[src/hdl/pew_pkg.sv]
// Purpose : Constants for the paged EEPROM host-side write controller
// Assumes : 10 MHz clock, external part with 19 address lines, 8 data lines
// Notes   : Contract list below
//
// Contract
// RULE1 - Device drives data when selected and gated
// RULE2 - Device floats data if select or gate high
// RULE3 - Write starts on strobe low, gate high
// RULE4 - Address latched on later falling edge
// RULE5 - Data latched on first rising edge
// RULE6 - Device self-times programming, 10 ms max
// RULE7 - Reads during programming are status polls
// RULE8 - One to 256 bytes per page load
// RULE9 - Host writes next byte within 150 us
// RULE10 - Window expiry starts programming loaded bytes
// RULE11 - Host keeps page bits constant per load
// RULE12 - Byte bits pick byte; any order, rewrite
// RULE13 - Only loaded bytes get programmed
// RULE14 - Poll bit inverted until write completes
// RULE15 - Toggle line flips each read while busy
// RULE16 - No write with gate low or deselected
// RULE17 - Glitches under 15 ns ignored
// RULE18 - Writes blocked at low supply, 5 ms
// RULE19 - User turns write lock on and off; the host sends only the lock-on sequence
// RULE20 - Three-write sequence arms write lock
// RULE21 - Host sends unlock sequence before each write; the host sends it only for writes with req_locked set
// RULE22 - Write lock survives power cycling
// RULE23 - Command writes follow page-load timing
// RULE24 - Locked plain write only starts timer
// RULE25 - Host waits for poll completion before access; the host stops waiting after TWC_LIMIT poll rounds of three cycles each
package pew_pkg;
   localparam int          ADDR_W        = 19;
   localparam int          DATA_W        = 8;
   localparam int          BYTE_W        = 8;
   localparam int          CLK_NS        = 100;
   localparam int          WPULSE_NS     = 100;
   localparam int          STEP_CYC      = (WPULSE_NS + CLK_NS - 1) / CLK_NS;
   localparam int          BLC_US        = 150;
   localparam int          BLC_CYC       = (BLC_US * 1000) / CLK_NS;
   localparam int          TWC_MS        = 10;
   localparam int          TWC_CYC       = TWC_MS * 1000000 / CLK_NS;
   localparam int          POLL_BIT      = 7;
   localparam int          TOGGLE_BIT    = 6;
   localparam logic [18:0] CMD_ADDR0     = 19'h05555;
   localparam logic [18:0] CMD_ADDR1     = 19'h02aaa;
   localparam logic [7:0]  CMD_DATA0     = 8'haa;
   localparam logic [7:0]  CMD_DATA1     = 8'h55;
   localparam logic [7:0]  CMD_LOCK_ON   = 8'ha0;
   localparam logic [7:0]  CMD_LOCK_OFF  = 8'h20;
   localparam logic [7:0]  CMD_LOCK_OFF2 = 8'h80;
   localparam logic [7:0]  CMD_LOCK_OFF3 = 8'haa;
endpackage : pew_pkg

[src/hdl/pew_host.sv]
// Purpose : Host controller that reads and page-writes a parallel EEPROM
// Assumes : Pins sampled synchronously; one access in flight at a time
// Notes   : Writes end with poll-bit or toggle-line polling, bounded by a timeout
`timescale 1ns/1ps
module pew_host
   import pew_pkg::*;
#(
   parameter int TWC_LIMIT = TWC_CYC,
   parameter int BLC_LIMIT = BLC_CYC
) (
   input  wire logic              clk,          // 10 MHz clock
   input  wire logic              rstn,         // Synchronous reset, active low
   input  wire logic              req_valid,    // Request strobe
   input  wire logic              req_write,    // 1 write, 0 read
   input  wire logic              req_last,     // Last byte of a page load
   input  wire logic              req_locked,   // Precede write with lock sequence
   input  wire logic [ADDR_W-1:0] req_addr,     // Byte address
   input  wire logic [DATA_W-1:0] req_wdata,    // Write data
   output      logic              req_ready,    // Idle (any request) or page load open (write requests only), request may be taken
   output      logic              rsp_valid,    // Read data or write done pulse
   output      logic [DATA_W-1:0] rsp_rdata,    // Read data
   output      logic              rsp_timeout,  // Write poll ran out of time
   output      logic [ADDR_W-1:0] addr_lines,   // Address pins
   output      logic              chip_select_n,  // Chip select, active low
   output      logic              output_gate_n,  // Output gate, active low
   output      logic              write_strobe_n, // Write strobe, active low
   output      logic [DATA_W-1:0] data_out,     // Data lines, driven value
   output      logic              data_oe,      // Data lines, host drives when high
   input  wire logic [DATA_W-1:0] data_in       // Data lines, sampled value
);
   ////////////////////////////////////////////////////////////////////////////////
   typedef enum logic [6:0] {
      S_IDLE  = 7'b0000001,
      S_SETUP = 7'b0000010,
      S_WLOW  = 7'b0000100,
      S_WHIGH = 7'b0001000,
      S_LOAD  = 7'b0010000,
      S_RD    = 7'b0100000,
      S_POLL  = 7'b1000000
   } pew_state_type;

   typedef struct packed {
      pew_state_type     st;
      logic [1:0]        step;
      logic [1:0]        seq;
      logic              is_rd;
      logic              poll_rd;
      logic              have_prev;
      logic              last_hint;
      logic [7:0]        prev;
      logic [23:0]       cnt;
      logic [ADDR_W-1:0] pend_addr;
      logic [DATA_W-1:0] pend_data;
      logic              ready;
      logic              rv;
      logic [DATA_W-1:0] rdata;
      logic              tmo;
      logic [ADDR_W-1:0] a;
      logic              cs_n;
      logic              og_n;
      logic              ws_n;
      logic [DATA_W-1:0] d;
      logic              oe;
   } pew_regs_type;

   pew_regs_type s_reg;
   pew_regs_type s_next;

   ////////////////////////////////////////////////////////////////////////////////
   always_comb begin
      s_next     = s_reg;
      s_next.rv  = 1'b0;
      s_next.tmo = 1'b0;
      unique case (s_reg.st)
         S_IDLE: begin
            s_next.ready = 1'b1;
            if (req_valid && s_reg.ready) begin
               s_next.ready     = 1'b0;
               s_next.pend_addr = req_addr;
               s_next.pend_data = req_wdata;
               s_next.is_rd     = ~req_write;
               s_next.have_prev = 1'b0;
               if (req_write) begin
                  // Gate high before select and strobe go low
                  s_next.og_n = 1'b1; // RULE16
                  s_next.seq  = req_locked ? 2'd0 : 2'd3; // RULE21
                  s_next.st   = S_SETUP;
               end else begin
                  s_next.a    = req_addr;
                  s_next.ws_n = 1'b1;
                  s_next.cs_n = 1'b0; // RULE1
                  s_next.og_n = 1'b0;
                  s_next.oe   = 1'b0; // RULE2
                  s_next.step = 2'(STEP_CYC);
                  s_next.st   = S_RD;
               end
            end
         end
         S_SETUP: begin
            // Address and data stand still across the whole strobe pulse
            unique case (s_reg.seq)
               2'd0: begin
                  s_next.a = CMD_ADDR0;
                  s_next.d = CMD_DATA0;
               end
               2'd1: begin
                  s_next.a = CMD_ADDR1;
                  s_next.d = CMD_DATA1;
               end
               2'd2: begin
                  s_next.a = CMD_ADDR0;
                  s_next.d = CMD_LOCK_ON; // RULE20
               end
               2'd3: begin
                  s_next.a = s_reg.pend_addr; // RULE11 RULE12
                  s_next.d = s_reg.pend_data;
               end
            endcase
            s_next.oe   = 1'b1;
            s_next.cs_n = 1'b0;
            s_next.step = 2'(STEP_CYC);
            s_next.st   = S_WLOW;
         end
         S_WLOW: begin
            // Strobe low for at least the pulse width so no filter eats it
            s_next.ws_n = 1'b0; // RULE3 RULE4 RULE17
            if (s_reg.step == 2'd0) begin
               s_next.ws_n = 1'b1; // RULE5
               s_next.step = 2'(STEP_CYC);
               s_next.st   = S_WHIGH;
            end else if (!s_reg.ws_n) begin
               s_next.step = s_reg.step - 2'd1;
            end
         end
         S_WHIGH: begin
            if (s_reg.step != 2'd0) begin
               s_next.step = s_reg.step - 2'd1;
            end else begin
               s_next.cs_n = 1'b1;
               s_next.oe   = 1'b0;
               s_next.cnt  = '0;
               if (s_reg.seq != 2'd3) begin
                  // Command bytes use the same byte-load timing as data
                  s_next.seq = s_reg.seq + 2'd1; // RULE23
                  s_next.st  = S_SETUP;
               end else begin
                  // After a last byte stay not-ready, or a read would be taken and dropped
                  s_next.st    = S_LOAD;
                  s_next.ready = !s_reg.last_hint;
               end
            end
         end
         S_LOAD: begin
            // Further bytes must come well inside the load window
            s_next.cnt = s_reg.cnt + 24'd1; // RULE9
            if (req_valid && s_reg.ready && req_write && !s_reg.last_hint) begin
               s_next.ready     = 1'b0;
               s_next.pend_addr = {s_reg.pend_addr[ADDR_W-1:BYTE_W],
                                   req_addr[BYTE_W-1:0]}; // RULE11 RULE8
               s_next.pend_data = req_wdata;
               s_next.seq       = 2'd3;
               s_next.st        = S_SETUP;
            end else if (s_reg.last_hint || s_reg.cnt >= 24'(BLC_LIMIT / 2)) begin
               s_next.ready = 1'b0;
               s_next.cnt   = '0;
               s_next.st    = S_POLL; // RULE10 RULE25
            end
         end
         S_RD: begin
            if (s_reg.step != 2'd0) begin
               s_next.step = s_reg.step - 2'd1;
            end else begin
               s_next.cs_n = 1'b1;
               s_next.og_n = 1'b1;
               if (s_reg.is_rd) begin
                  s_next.rv    = 1'b1;
                  s_next.rdata = data_in;
                  s_next.st    = S_IDLE;
               end else begin
                  // Either sign ends the wait: a locked-out write never shows true data
                  if ((s_reg.have_prev &&
                       s_reg.prev[TOGGLE_BIT] == data_in[TOGGLE_BIT]) || // RULE15
                      data_in[POLL_BIT] == s_reg.pend_data[POLL_BIT]) begin // RULE14
                     s_next.rv = 1'b1;
                     s_next.st = S_IDLE;
                  end else begin
                     s_next.st = S_POLL;
                  end
                  s_next.have_prev = 1'b1;
                  s_next.prev      = data_in;
               end
            end
         end
         S_POLL: begin
            s_next.cnt = s_reg.cnt + 24'd1;
            if (s_reg.cnt >= 24'(TWC_LIMIT)) begin
               s_next.tmo = 1'b1; // RULE6
               s_next.rv  = 1'b1;
               s_next.st  = S_IDLE;
            end else if (s_reg.cs_n && s_reg.og_n) begin
               s_next.a    = s_reg.pend_addr; // RULE7
               s_next.cs_n = 1'b0;
               s_next.og_n = 1'b0;
               s_next.step = 2'(STEP_CYC);
               s_next.st   = S_RD;
            end
         end
         default: s_next.st = S_IDLE;
      endcase
      if (s_reg.st == S_IDLE || s_reg.st == S_LOAD) begin
         s_next.last_hint = req_valid && s_reg.ready && req_write && req_last;
      end
      if (s_reg.st == S_RD && s_reg.step == 2'd0 && !s_reg.is_rd &&
          s_next.st == S_POLL) begin
         s_next.cnt = s_reg.cnt;
      end
   end

   always_ff @(posedge clk) begin
      if (!rstn) begin
         s_reg      <= '0;
         s_reg.st   <= S_IDLE;
         s_reg.cs_n <= 1'b1;
         s_reg.og_n <= 1'b1;
         s_reg.ws_n <= 1'b1;
      end else begin
         s_reg <= s_next;
      end
   end

   ////////////////////////////////////////////////////////////////////////////////
   assign req_ready      = s_reg.ready;
   assign rsp_valid      = s_reg.rv;
   assign rsp_rdata      = s_reg.rdata;
   assign rsp_timeout    = s_reg.tmo;
   assign addr_lines     = s_reg.a;
   assign chip_select_n  = s_reg.cs_n;
   assign output_gate_n  = s_reg.og_n;
   assign write_strobe_n = s_reg.ws_n;
   assign data_out       = s_reg.d;
   assign data_oe        = s_reg.oe;

   ////////////////////////////////////////////////////////////////////////////////
   AST_GATE_HIGH_IN_WRITE: assert property (@(posedge clk) disable iff (!rstn) // RULE16
      !write_strobe_n |-> output_gate_n && !chip_select_n)
      else $error("write strobe low while deselected or with gate low");
   AST_NO_BUS_FIGHT: assert property (@(posedge clk) disable iff (!rstn) // RULE2
      !output_gate_n && !chip_select_n |-> !data_oe)
      else $error("host drives data lines during a read");
   AST_STROBE_WITH_DATA: assert property (@(posedge clk) disable iff (!rstn) // RULE3
      !write_strobe_n |-> data_oe)
      else $error("write strobe low without data driven");
   AST_ADDR_SETUP: assert property (@(posedge clk) disable iff (!rstn) // RULE4
      $fell(write_strobe_n) |-> $stable(addr_lines))
      else $error("address moved as the write strobe fell");
   AST_LATCH_STABLE: assert property (@(posedge clk) disable iff (!rstn) // RULE5
      !write_strobe_n |=> $stable(addr_lines) && $stable(data_out) && data_oe)
      else $error("address or data moved at the strobe rising edge");
   AST_PULSE_WIDTH: assert property (@(posedge clk) disable iff (!rstn) // RULE17
      $fell(write_strobe_n) |=> !write_strobe_n)
      else $error("write strobe pulse shorter than two cycles");
   AST_PAGE_FIXED: assert property (@(posedge clk) disable iff (!rstn) // RULE11
      s_reg.st == S_LOAD |=> $stable(s_reg.pend_addr[ADDR_W-1:BYTE_W]))
      else $error("page bits changed inside a page load");
   AST_LOAD_WINDOW: assert property (@(posedge clk) disable iff (!rstn) // RULE9
      s_reg.st == S_LOAD |-> s_reg.cnt < 24'(BLC_LIMIT))
      else $error("byte load window overrun");
   AST_POLL_BOUND: assert property (@(posedge clk) disable iff (!rstn) // RULE6
      s_reg.st == S_POLL |-> s_reg.cnt <= 24'(TWC_LIMIT))
      else $error("poll count beyond its limit");
endmodule : pew_host

[config.mk]
export PLATFORM = sky130hd
export DESIGN_NAME = pew_host
export DESIGN_NICKNAME = d
export VERILOG_FILES = /design/src/hdl/pew_pkg.sv /design/src/hdl/pew_host.sv
export SDC_FILE = /design/constraint.sdc
export NUM_CORES = 1
export LEC_CHECK = 0
export ABC_CLOCK_PERIOD_IN_PS = 4850
export BUFFER_PORTS_ARGS = -buffer_cell sky130_fd_sc_hd__buf_2
export CORE_UTILIZATION = 62
export DETAILED_ROUTE_END_ITERATION = 8
export HOLD_SLACK_MARGIN = 0.12
export PLACE_DENSITY = 0.86
export RECOVER_POWER = 50
export SLEW_MARGIN = 20
export SYNTH_ARGS = -nofsm -noshare
export SYNTH_HDL_FRONTEND = slang
export SYNTH_SLANG_ARGS = --single-unit
[constraint.sdc]
create_clock -name clk -period 4.85 [get_ports clk]
set_input_delay 0.485 -clock clk [delete_from_list [all_inputs] [get_ports clk]]
set_output_delay 0.485 -clock clk [all_outputs]
set_load 0.005 [all_outputs]
==> metrics.yaml, run 1 <==
timing:
  slew_viol_final: 0
  finalCritPeriodShare: 0.721
  rsz0062_at_grt: "false"
  worstMarginPinSlew_ps: 966
  hold_violations: 0
  relSlewSlack: 0.350
  fin_hold_ws_ps: 327
  period_minus_slack_ps: 3500
  max_freq_mhz: 286
  setup_tns_ps: 0
  clock_skew_ps: 12.6
  setup_viol: 0
finish:
  syn2layout_area_growth_pct: 5.51
  nets: 722
  layout-drive-gt1-share: 0.115
  fin_util: 0.689
  diodes: 0
  largest_register_ff_count: 66
cts:
  path_clk_slew_ps: 100
  cts_max_level: 3
  cts_hold_buffers: 0
  cts_tree: "yes"
  cts-root-buf: "clkbuf_8"
  cts.sink_count: 108
  clk_path_buf_depth: 2
  clock_latency_ps: 390
  cts_resized: 0
  postCtsSetupBuffers: 0
  cts_buffers: 9
hold_path:
  min-delay-path-class: "in2reg"
  min_path_cells: 3
placed_design:
  gp_congestion: 0.902
  hpwl_um: 9770
  io_buffers: 82
floorplan:
  initial_core_util: 0.653
  row_count: 33
  dieArea_mm2: 0.00921
  die_width_um: 96.0
  die_h_um: 96.0
  num_io_pins: 83
  core_mm2: 0.00838
synth:
  synth_cells: 651
  synth_seq_cells: 108
  synth_commonest_cells: "dfxtp_1 (108), nand2_1 (71), nor2_1 (70), buf_4 (37), nand3_1 (32)"
  syn_nets: 700
  synth.cell_area_mm2: 0.00548
  yosysMostFrequentCell: "dfxtp_1"
  synth-async-reset-ratio: 0
  synth_ff_type: "dfxtp_1"
  ys_seq_area_frac: 0.395
  synth_top_area_share: 0.395
  synth_top_area_cell: "dfxtp_1"
  avgSynthCellArea_um2: 8.41
  ys_warn_count: 0
  synth_edf_count: 0
  synthTopCellsByArea: "dfxtp_1 (39%), buf_4 (5.1%), nand2_1 (4.9%), nor2_1 (4.8%), nand3_1 (2.9%)"
  ys_types: 65
routing:
  drt-initial-drc-count: 306
  finalWirelength_um: 13800
  wl_per_cell_um: 17.7
  drc_errors: 0
  ant_nets: 0
  vias: 4918
  via_per_inst: 6.29
  firstDrtPassIters: 5
critical_path:
  startpoint_type: "flop"
  cp-end-kind: "flop"
  reg2reg_depth: 7
  worstPathArrival_ps: 3790
  cp_max_fo: 21
  criticalPathCategory: "reg2reg"
  cp.required_ps: 5140
run_status:
  status: "finished, final reports clean"
pwr:
  p_per_area_mw_per_mm2: 341
  pwr-share-comb: 0.183
  pwr-share-seq: 0.504
  power.leakage_nw: 2.25
  power_switching_w: 0.000597
  intPower_w: 0.00137
  switching_share: 0.303
  ir_drop_mv: 0.227
  p_clk_frac: 0.313
  power_w: 0.00197
global_route:
  antenna_found_initial: 0
  grt_overflow_total: 0
  grt_max_degree: 46
  grt_pass1_vias: 4484
  grt_first_pass_wirelength_um: 21600
  grt_util_all_layers: 0.308
flow_run:
  maxCapViolations: 0
[cells by family after synthesis]
family / synth area share
xor+xnor: 0.0336
flops: 0.395
compound gates: 0.196
buf+inv: 0.0941
simple gates: 0.243
mux: 0.0201
fa+ha+maj: 0.0183
[area by class of cell]
| class | instances | area, µm² |
|---|---|---|
| Tap cell | 105 | 131 |
| Multi-Input combinational cell | 451 | 2790 |
| Clock buffer | 9 | 124 |
| Fill cell | 693 | 2610 |
| Sequential cell | 108 | 2160 |
| Timing Repair Buffer | 89 | 424 |
| Clock inverter | 6 | 96.3 |
| Inverter | 14 | 52.6 |
[routing by layer]
| layer | GRT usage | part of all wire | vias up |
|---|---|---|---|
| li1 | - | - | 2341 |
| met1 | 0.398 | 0.44 | 2343 |
| met2 | 0.508 | 0.48 | 206 |
| met3 | 0.0656 | 0.066 | 28 |
| met4 | 0.106 | 0.017 | 0 |
| met5 | 0 | 0 | - |
[worst max-delay path, cell delays in order (launching register included)]
cell      delay [ps]
dfxtp_1          440
or3_1            500
or4_1            850
and2_0           400
nor3_4           650
buf_8            250
nor2_1            60
a211oi_1         240
[final timing paths]
check / startpoint / end / slack [ps]
setup / recovery: s_reg[112] / addr_lines[17] / 1350
hold / removal: data_in[0] / rsp_rdata[0] / 330
setup reg to reg: s_reg[112] / addr_lines[17] / 1350
hold reg to reg: s_reg[59] / s_reg[59] / 460
[layout by cell type (no fill, tap or decap), drive strengths merged, types with 3 or more instances in the layout]
| cell | instances |
|---|---|
| dfxtp | 108 |
| nand2 | 71 |
| nor2 | 71 |
| buf | 55 |
| clkbuf | 43 |
| nand3 | 33 |
| a21oi | 27 |
| o21ai | 19 |
| a21boi | 18 |
| nor3 | 18 |
| a221oi | 17 |
| a211oi | 16 |
| inv | 16 |
| xnor2 | 12 |
| mux2i | 11 |
| o211a | 11 |
| or3 | 10 |
| nor4 | 9 |
| xor2 | 9 |
| a311oi | 9 |
| and3 | 8 |
| ha | 8 |
| nor2b | 8 |
| nand4 | 7 |
| and2 | 6 |
| a22oi | 5 |
| nand3b | 4 |
| a21o | 4 |
| nand4b | 4 |
| nand2b | 3 |
| o311ai | 3 |
| a31oi | 3 |
| o211ai | 3 |
| nor3b | 3 |
[stage by stage]
step	area (µm²)	setup WS (ps)	cells
floorplan	5480	2490	651
global placement	5610	1700	766
detailed placement	5630	1820	767
CTS	5850	1800	782
global route	5780	1190	782
finish	5780	1350	782
[power groups by stage]
stage	logic (W)	clock network (W)	registers, W
2_1_floorplan	0.000288	0	0.000995
3_3_place_gp	0.000345	0	0.00101
3_5_place_dp	0.000366	0	0.00101
4_1_cts	0.000369	0.000623	0.000992
5_1_grt	0.000396	0.000654	0.00100
6_report	0.000360	0.000617	0.000993
Power figures use the tool's default switching activity.
==> inputs of run 2 (changes only) <==
--- a/config.mk
+++ b/config.mk
@@ -5,12 +5,13 @@
 export SDC_FILE = /design/constraint.sdc
 export NUM_CORES = 1
 export LEC_CHECK = 0
-export ABC_CLOCK_PERIOD_IN_PS = 4850
+export ABC_AREA = 1
+export ABC_CLOCK_PERIOD_IN_PS = 3650
 export BUFFER_PORTS_ARGS = -buffer_cell sky130_fd_sc_hd__buf_2
-export CORE_UTILIZATION = 62
+export CORE_UTILIZATION = 58
 export DETAILED_ROUTE_END_ITERATION = 8
 export HOLD_SLACK_MARGIN = 0.12
-export PLACE_DENSITY = 0.86
+export PLACE_DENSITY = 0.8
 export RECOVER_POWER = 50
 export SLEW_MARGIN = 20
 export SYNTH_ARGS = -nofsm -noshare
==> constraint.sdc (replaced) <==
create_clock -name clk -period 3.65 [get_ports clk]
set_input_delay 0.365 -clock clk [delete_from_list [all_inputs] [get_ports clk]]
set_output_delay 0.365 -clock clk [all_outputs]
set_load 0.005 [all_outputs]
==> metrics.yaml, run 2 <==
run_status:
  status: "finished, final reports clean"
timing:
  period_minus_slack_ps: 2850
  setup_tns_ps: 0
  relSlewSlack: 0.304
  clock_skew_ps: 12.8
  max_freq_mhz: 351
  finalCritPeriodShare: 0.780
  worstMarginPinSlew_ps: 1040
  setup_viol: 0
  slew_viol_final: 0
  fin_hold_ws_ps: 258
  rsz0062_at_grt: "false"
  hold_violations: 0
finish:
  syn2layout_area_growth_pct: 4.86
  seq_area_mm2: 0.00216
  nets: 973
  final_common_cell: "nand2_1"
  mostFrequentLayoutCells: "nand2_1 (166), inv_1 (125), nor2_1 (121)"
  layout-drive-gt1-share: 0.131
  multiInputGateArea_mm2: 0.00293
  diodes: 0
  fill_cells: 974
  largest_register_ff_count: 66
routing:
  drt-initial-drc-count: 358
  vias: 5606
  finalWirelength_um: 13900
  firstDrtPassIters: 5
  via_per_inst: 5.28
  wl_per_cell_um: 13.1
  ant_nets: 0
  drc_errors: 0
pwr:
  p_clk_frac: 0.195
  pwr-share-seq: 0.412
  ir_drop_mv: 0.382
  power_switching_w: 0.00164
  power.leakage_nw: 2.83
  switching_share: 0.413
  intPower_w: 0.00234
  pwr-share-comb: 0.394
  p_per_area_mw_per_mm2: 625
synth:
  ys_warn_count: 0
  yosysMostFrequentCell: "nand2_1"
  ys_types: 38
  synth_edf_count: 0
  synth_top_area_share: 0.356
  synth_seq_cells: 108
  synth_cells: 897
  syn_nets: 946
  synth_ff_type: "dfxtp_1"
  synth_commonest_cells: "nand2_1 (165), inv_1 (124), nor2_1 (115), dfxtp_1 (108)"
  ys_seq_area_frac: 0.356
  synthTopCellsByArea: "dfxtp_1 (36%), nand2_1 (10%), inv_1 (7.7%), nor2_1 (7.1%), a21oi_1 (5.1%)"
  synth_top_area_cell: "dfxtp_1"
  synth.cell_area_mm2: 0.00608
  synth-async-reset-ratio: 0
  avgSynthCellArea_um2: 6.77
global_route:
  grt_first_pass_wirelength_um: 23400
  grt_pass1_vias: 5014
  grt_max_degree: 70
  grt_util_all_layers: 0.264
  grt_overflow_total: 0
  antenna_found_initial: 0
critical_path:
  cp-end-kind: "flop"
  criticalPathCategory: "reg2reg"
  reg2reg_depth: 10
  worstPathArrival_ps: 3170
  startpoint_type: "flop"
  cp_max_fo: 38
  cp.required_ps: 3970
cts:
  cts_tree: "yes"
  postCtsSetupBuffers: 0
  cts-root-buf: "clkbuf_8"
  cts_max_level: 3
  cts_buffers: 9
  path_clk_slew_ps: 110
  clock_latency_ps: 390
  clk_path_buf_depth: 2
  cts_resized: 0
  cts.sink_count: 108
  cts_hold_buffers: 0
placed_design:
  gp_congestion: 0.956
  io_buffers: 82
  hpwl_um: 9770
floorplan:
  dieArea_mm2: 0.0109
  initial_core_util: 0.610
  die_h_um: 104
  die_width_um: 104
  core_mm2: 0.00995
  num_io_pins: 83
  row_count: 36
flow_run:
  maxCapViolations: 0
hold_path:
  min-delay-path-class: "in2reg"
  min_path_cells: 3
run 2: path summary, 6_finish.rpt:
check	startpoint	end	slack, ps
setup / recovery	s_reg[109]	addr_lines[2]	800
hold / removal	data_in[4]	rsp_rdata[4]	260
setup reg to reg	s_reg[109]	addr_lines[2]	800
hold reg to reg	rsp_rdata[5]	rsp_rdata[5]	450
run 2: kinds of logic after synthesis:
| family | share of synthesized area |
|---|---|
| and+or+nand+nor | 0.306 |
| buffers and inverters | 0.154 |
| AOI/OAI and AO/OA | 0.157 |
| DFF | 0.356 |
| adders and majority gates | 0.0165 |
| xor gates and xnor gates | 0.0101 |
run 2: metal layers:
metal	global-route usage	part of all wire	up-vias
met2	0.423	0.45	190
met1	0.347	0.46	2480
li1	-	-	2912
met4	0.108	0.021	0
met3	0.0508	0.062	24
met5	0	0	-
run 2: cell type report:
type,instances,area share
multi-input combinational,591,0.461
sequential,108,0.339
inverter,129,0.0760
timing repair buffer,85,0.0652
tap,133,0.0261
clock buffer,9,0.0194
clock inverter,7,0.0134
run 2: power groups by stage:
stage                     Combinational [W]  Clock (W)  Sequential [W]
after floorplan                     0.00140          0         0.00162
after global placement              0.00156          0         0.00165
after detailed placement            0.00159          0         0.00166
after CTS                           0.00160   0.000790         0.00164
after global routing                0.00180   0.000833         0.00167
final                               0.00157   0.000775         0.00164
run 2: worst max-delay path, stage by stage (launching register included):
cell     delay [ps]
dfxtp_1         340
nor2_1          270
nand2_4         120
nor2_1          800
nor2_1          410
nand2_2         190
nand4_2         100
buf_4           270
nand2_1         100
nand2_1          50
nor2_1          130
run 2: metrics by stage:
step                instances  total power, W  setup WS (ps)   util  area (µm²)
floorplan                 897         0.00302           2030      -        6080
global placement         1046         0.00322           1420  0.625        6220
detailed placement       1046         0.00325           1310  0.625        6220
CTS                      1062         0.00403           1280  0.646        6430
global route             1062         0.00430            653  0.640        6370
finish                   1062         0.00398            802  0.640        6370
==> inputs of run 3 (changes only) <==
--- a/config.mk
+++ b/config.mk
@@ -6,7 +6,7 @@
 export NUM_CORES = 1
 export LEC_CHECK = 0
 export ABC_AREA = 1
-export ABC_CLOCK_PERIOD_IN_PS = 3650
+export ABC_CLOCK_PERIOD_IN_PS = 3000
 export BUFFER_PORTS_ARGS = -buffer_cell sky130_fd_sc_hd__buf_2
 export CORE_UTILIZATION = 58
 export DETAILED_ROUTE_END_ITERATION = 8
==> constraint.sdc (replaced) <==
create_clock -name clk -period 3 [get_ports clk]
set_input_delay 0.3 -clock clk [delete_from_list [all_inputs] [get_ports clk]]
set_output_delay 0.3 -clock clk [all_outputs]
set_load 0.005 [all_outputs]
==> metrics.yaml, run 3 (synthesis gave the netlist of run 2 again) <==
finish:
  diodes: 0
  nets: 976
  final_area_mm2: 0.00645
  syn2layout_area_growth_pct: 6.16
  mostFrequentLayoutCells: "nand2_1 (168), inv_1 (124), nor2_1 (120)"
  largest_register_ff_count: 66
  layout-drive-gt1-share: 0.132
  final_common_cell: "nand2_1"
placed_design:
  io_buffers: 82
  hpwl_um: 9780
  dpl_cell_area_mm2: 0.00624
  gp_congestion: 0.956
timing:
  slew_viol_final: 0
  period_minus_slack_ps: 2310
  setup_viol: 0
  rsz0062_at_grt: "false"
  hold_violations: 0
  worstMarginPinSlew_ps: 1020
  setup_tns_ps: 0
  relSlewSlack: 0.319
  finalCritPeriodShare: 0.770
  max_freq_mhz: 433
  clock_skew_ps: 9.89
pwr:
  p_per_area_mw_per_mm2: 780
  p_clk_frac: 0.218
  power.leakage_nw: 2.88
  ir_drop_mv: 0.451
  power_switching_w: 0.00198
  intPower_w: 0.00306
  switching_share: 0.393
  pwr-share-seq: 0.395
  pwr-share-comb: 0.387
cts:
  clock_latency_ps: 390
  clk_path_buf_depth: 2
  path_clk_slew_ps: 100
  cts.sink_count: 108
  cts_max_level: 3
  cts_resized: 0
  cts_tree: "yes"
  cts_buffers: 9
  cts-root-buf: "clkbuf_8"
  cts_hold_buffers: 0
  postCtsSetupBuffers: 0
routing:
  via_per_inst: 5.31
  ant_nets: 0
  drc_errors: 0
  firstDrtPassIters: 6
  finalWirelength_um: 14200
  drt-initial-drc-count: 369
  vias: 5655
  wl_per_cell_um: 13.3
critical_path:
  worstPathArrival_ps: 2540
  reg2reg_depth: 8
  criticalPathCategory: "reg2reg"
  crit_start: "s_reg[114]"
  crit_path_end: "s_reg[49]"
  reg2reg_to: "s_reg[49]"
  cp_max_fo: 32
  worstReg2RegStart: "s_reg[114]"
  cp.required_ps: 3230
  cp-end-kind: "flop"
  reg2reg_setup_slack_ps: 690
  startpoint_type: "flop"
flow_run:
  maxCapViolations: 0
global_route:
  grt_util_all_layers: 0.272
  grt_pass1_vias: 5228
  grt_overflow_total: 0
  grt_first_pass_wirelength_um: 24200
  antenna_found_initial: 0
  grt_max_degree: 44
run_status:
  status: "finished, final reports clean"
floorplan:
  core_mm2: 0.00995
  initial_core_util: 0.610
  dieArea_mm2: 0.0109
  die_h_um: 104
  num_io_pins: 83
  die_width_um: 104
  row_count: 36
hold_path:
  min-delay-path-class: "in2reg"
==> run 3: worst max-delay path, cell delays in order, from the launching register on <==
cell and delay, ps:
dfxtp_1 360, nor2_1 150, nand2_1 240, nor2_8 250
inv_2 90, nand2_1 120, nand3_2 500, a21oi_1 340
a211oi_1 80
==> run 3: per-layer routing <==
| metal | vias to the layer above | global-route usage | wire length (µm) |
|---|---|---|---|
| met1 | 2501 | 0.350 | 6510 |
| met4 | 0 | 0.100 | 263 |
| met3 | 24 | 0.0652 | 988 |
| li1 | 2905 | - | - |
| met2 | 225 | 0.441 | 6430 |
| met5 | - | 0 | 0 |
==> run 3: worst min path at each step <==
| stage | end | cells past startpoint | startpoint |
|---|---|---|---|
| final | s_reg[101] | 3 | req_last |
| after floorplan | rsp_rdata[6] | 2 | rsp_rdata[6] |
| after CTS | s_reg[101] | 3 | req_last |
| after global placement | rsp_rdata[7] | 2 | rsp_rdata[7] |
| after detailed placement | rsp_rdata[7] | 2 | rsp_rdata[7] |
| after global routing | s_reg[101] | 3 | req_last |
==> run 3: area by class of cell <==
cell class                      count  area (µm²)
Tap cell                          133         166
Fill cell                         941        3500
Sequential cell                   108        2160
Multi-Input combinational cell    591        2950
Inverter                          129         484
Clock buffer                       12         155
Timing Repair Buffer               88         437
Clock inverter                      4        95.1
==> run 3: stage by stage <==
| stage | hold slack [ps] | util | cells | total power, W | worst slack [ps] |
|---|---|---|---|---|---|
| 2_1_floorplan | 424 | - | 897 | 0.00368 | 1380 |
| 3_3_place_gp | 431 | 0.627 | 1049 | 0.00393 | 975 |
| 3_5_place_dp | 436 | 0.627 | 1049 | 0.00396 | 894 |
| 4_1_cts | 164 | 0.652 | 1065 | 0.00506 | 862 |
| 5_1_grt | 182 | 0.648 | 1065 | 0.00544 | 483 |
| 6_report | 179 | 0.648 | 1065 | 0.00503 | 690 |
==> run 3: power by group through the flow <==
stage / registers [W] / logic [W] / clock network (W)
2_1_floorplan: 0.00197 / 0.00171 / 0
3_3_place_gp: 0.00201 / 0.00192 / 0
3_5_place_dp: 0.00202 / 0.00194 / 0
4_1_cts: 0.00199 / 0.00196 / 0.00111
5_1_grt: 0.00203 / 0.00223 / 0.00117
6_report: 0.00199 / 0.00195 / 0.00109
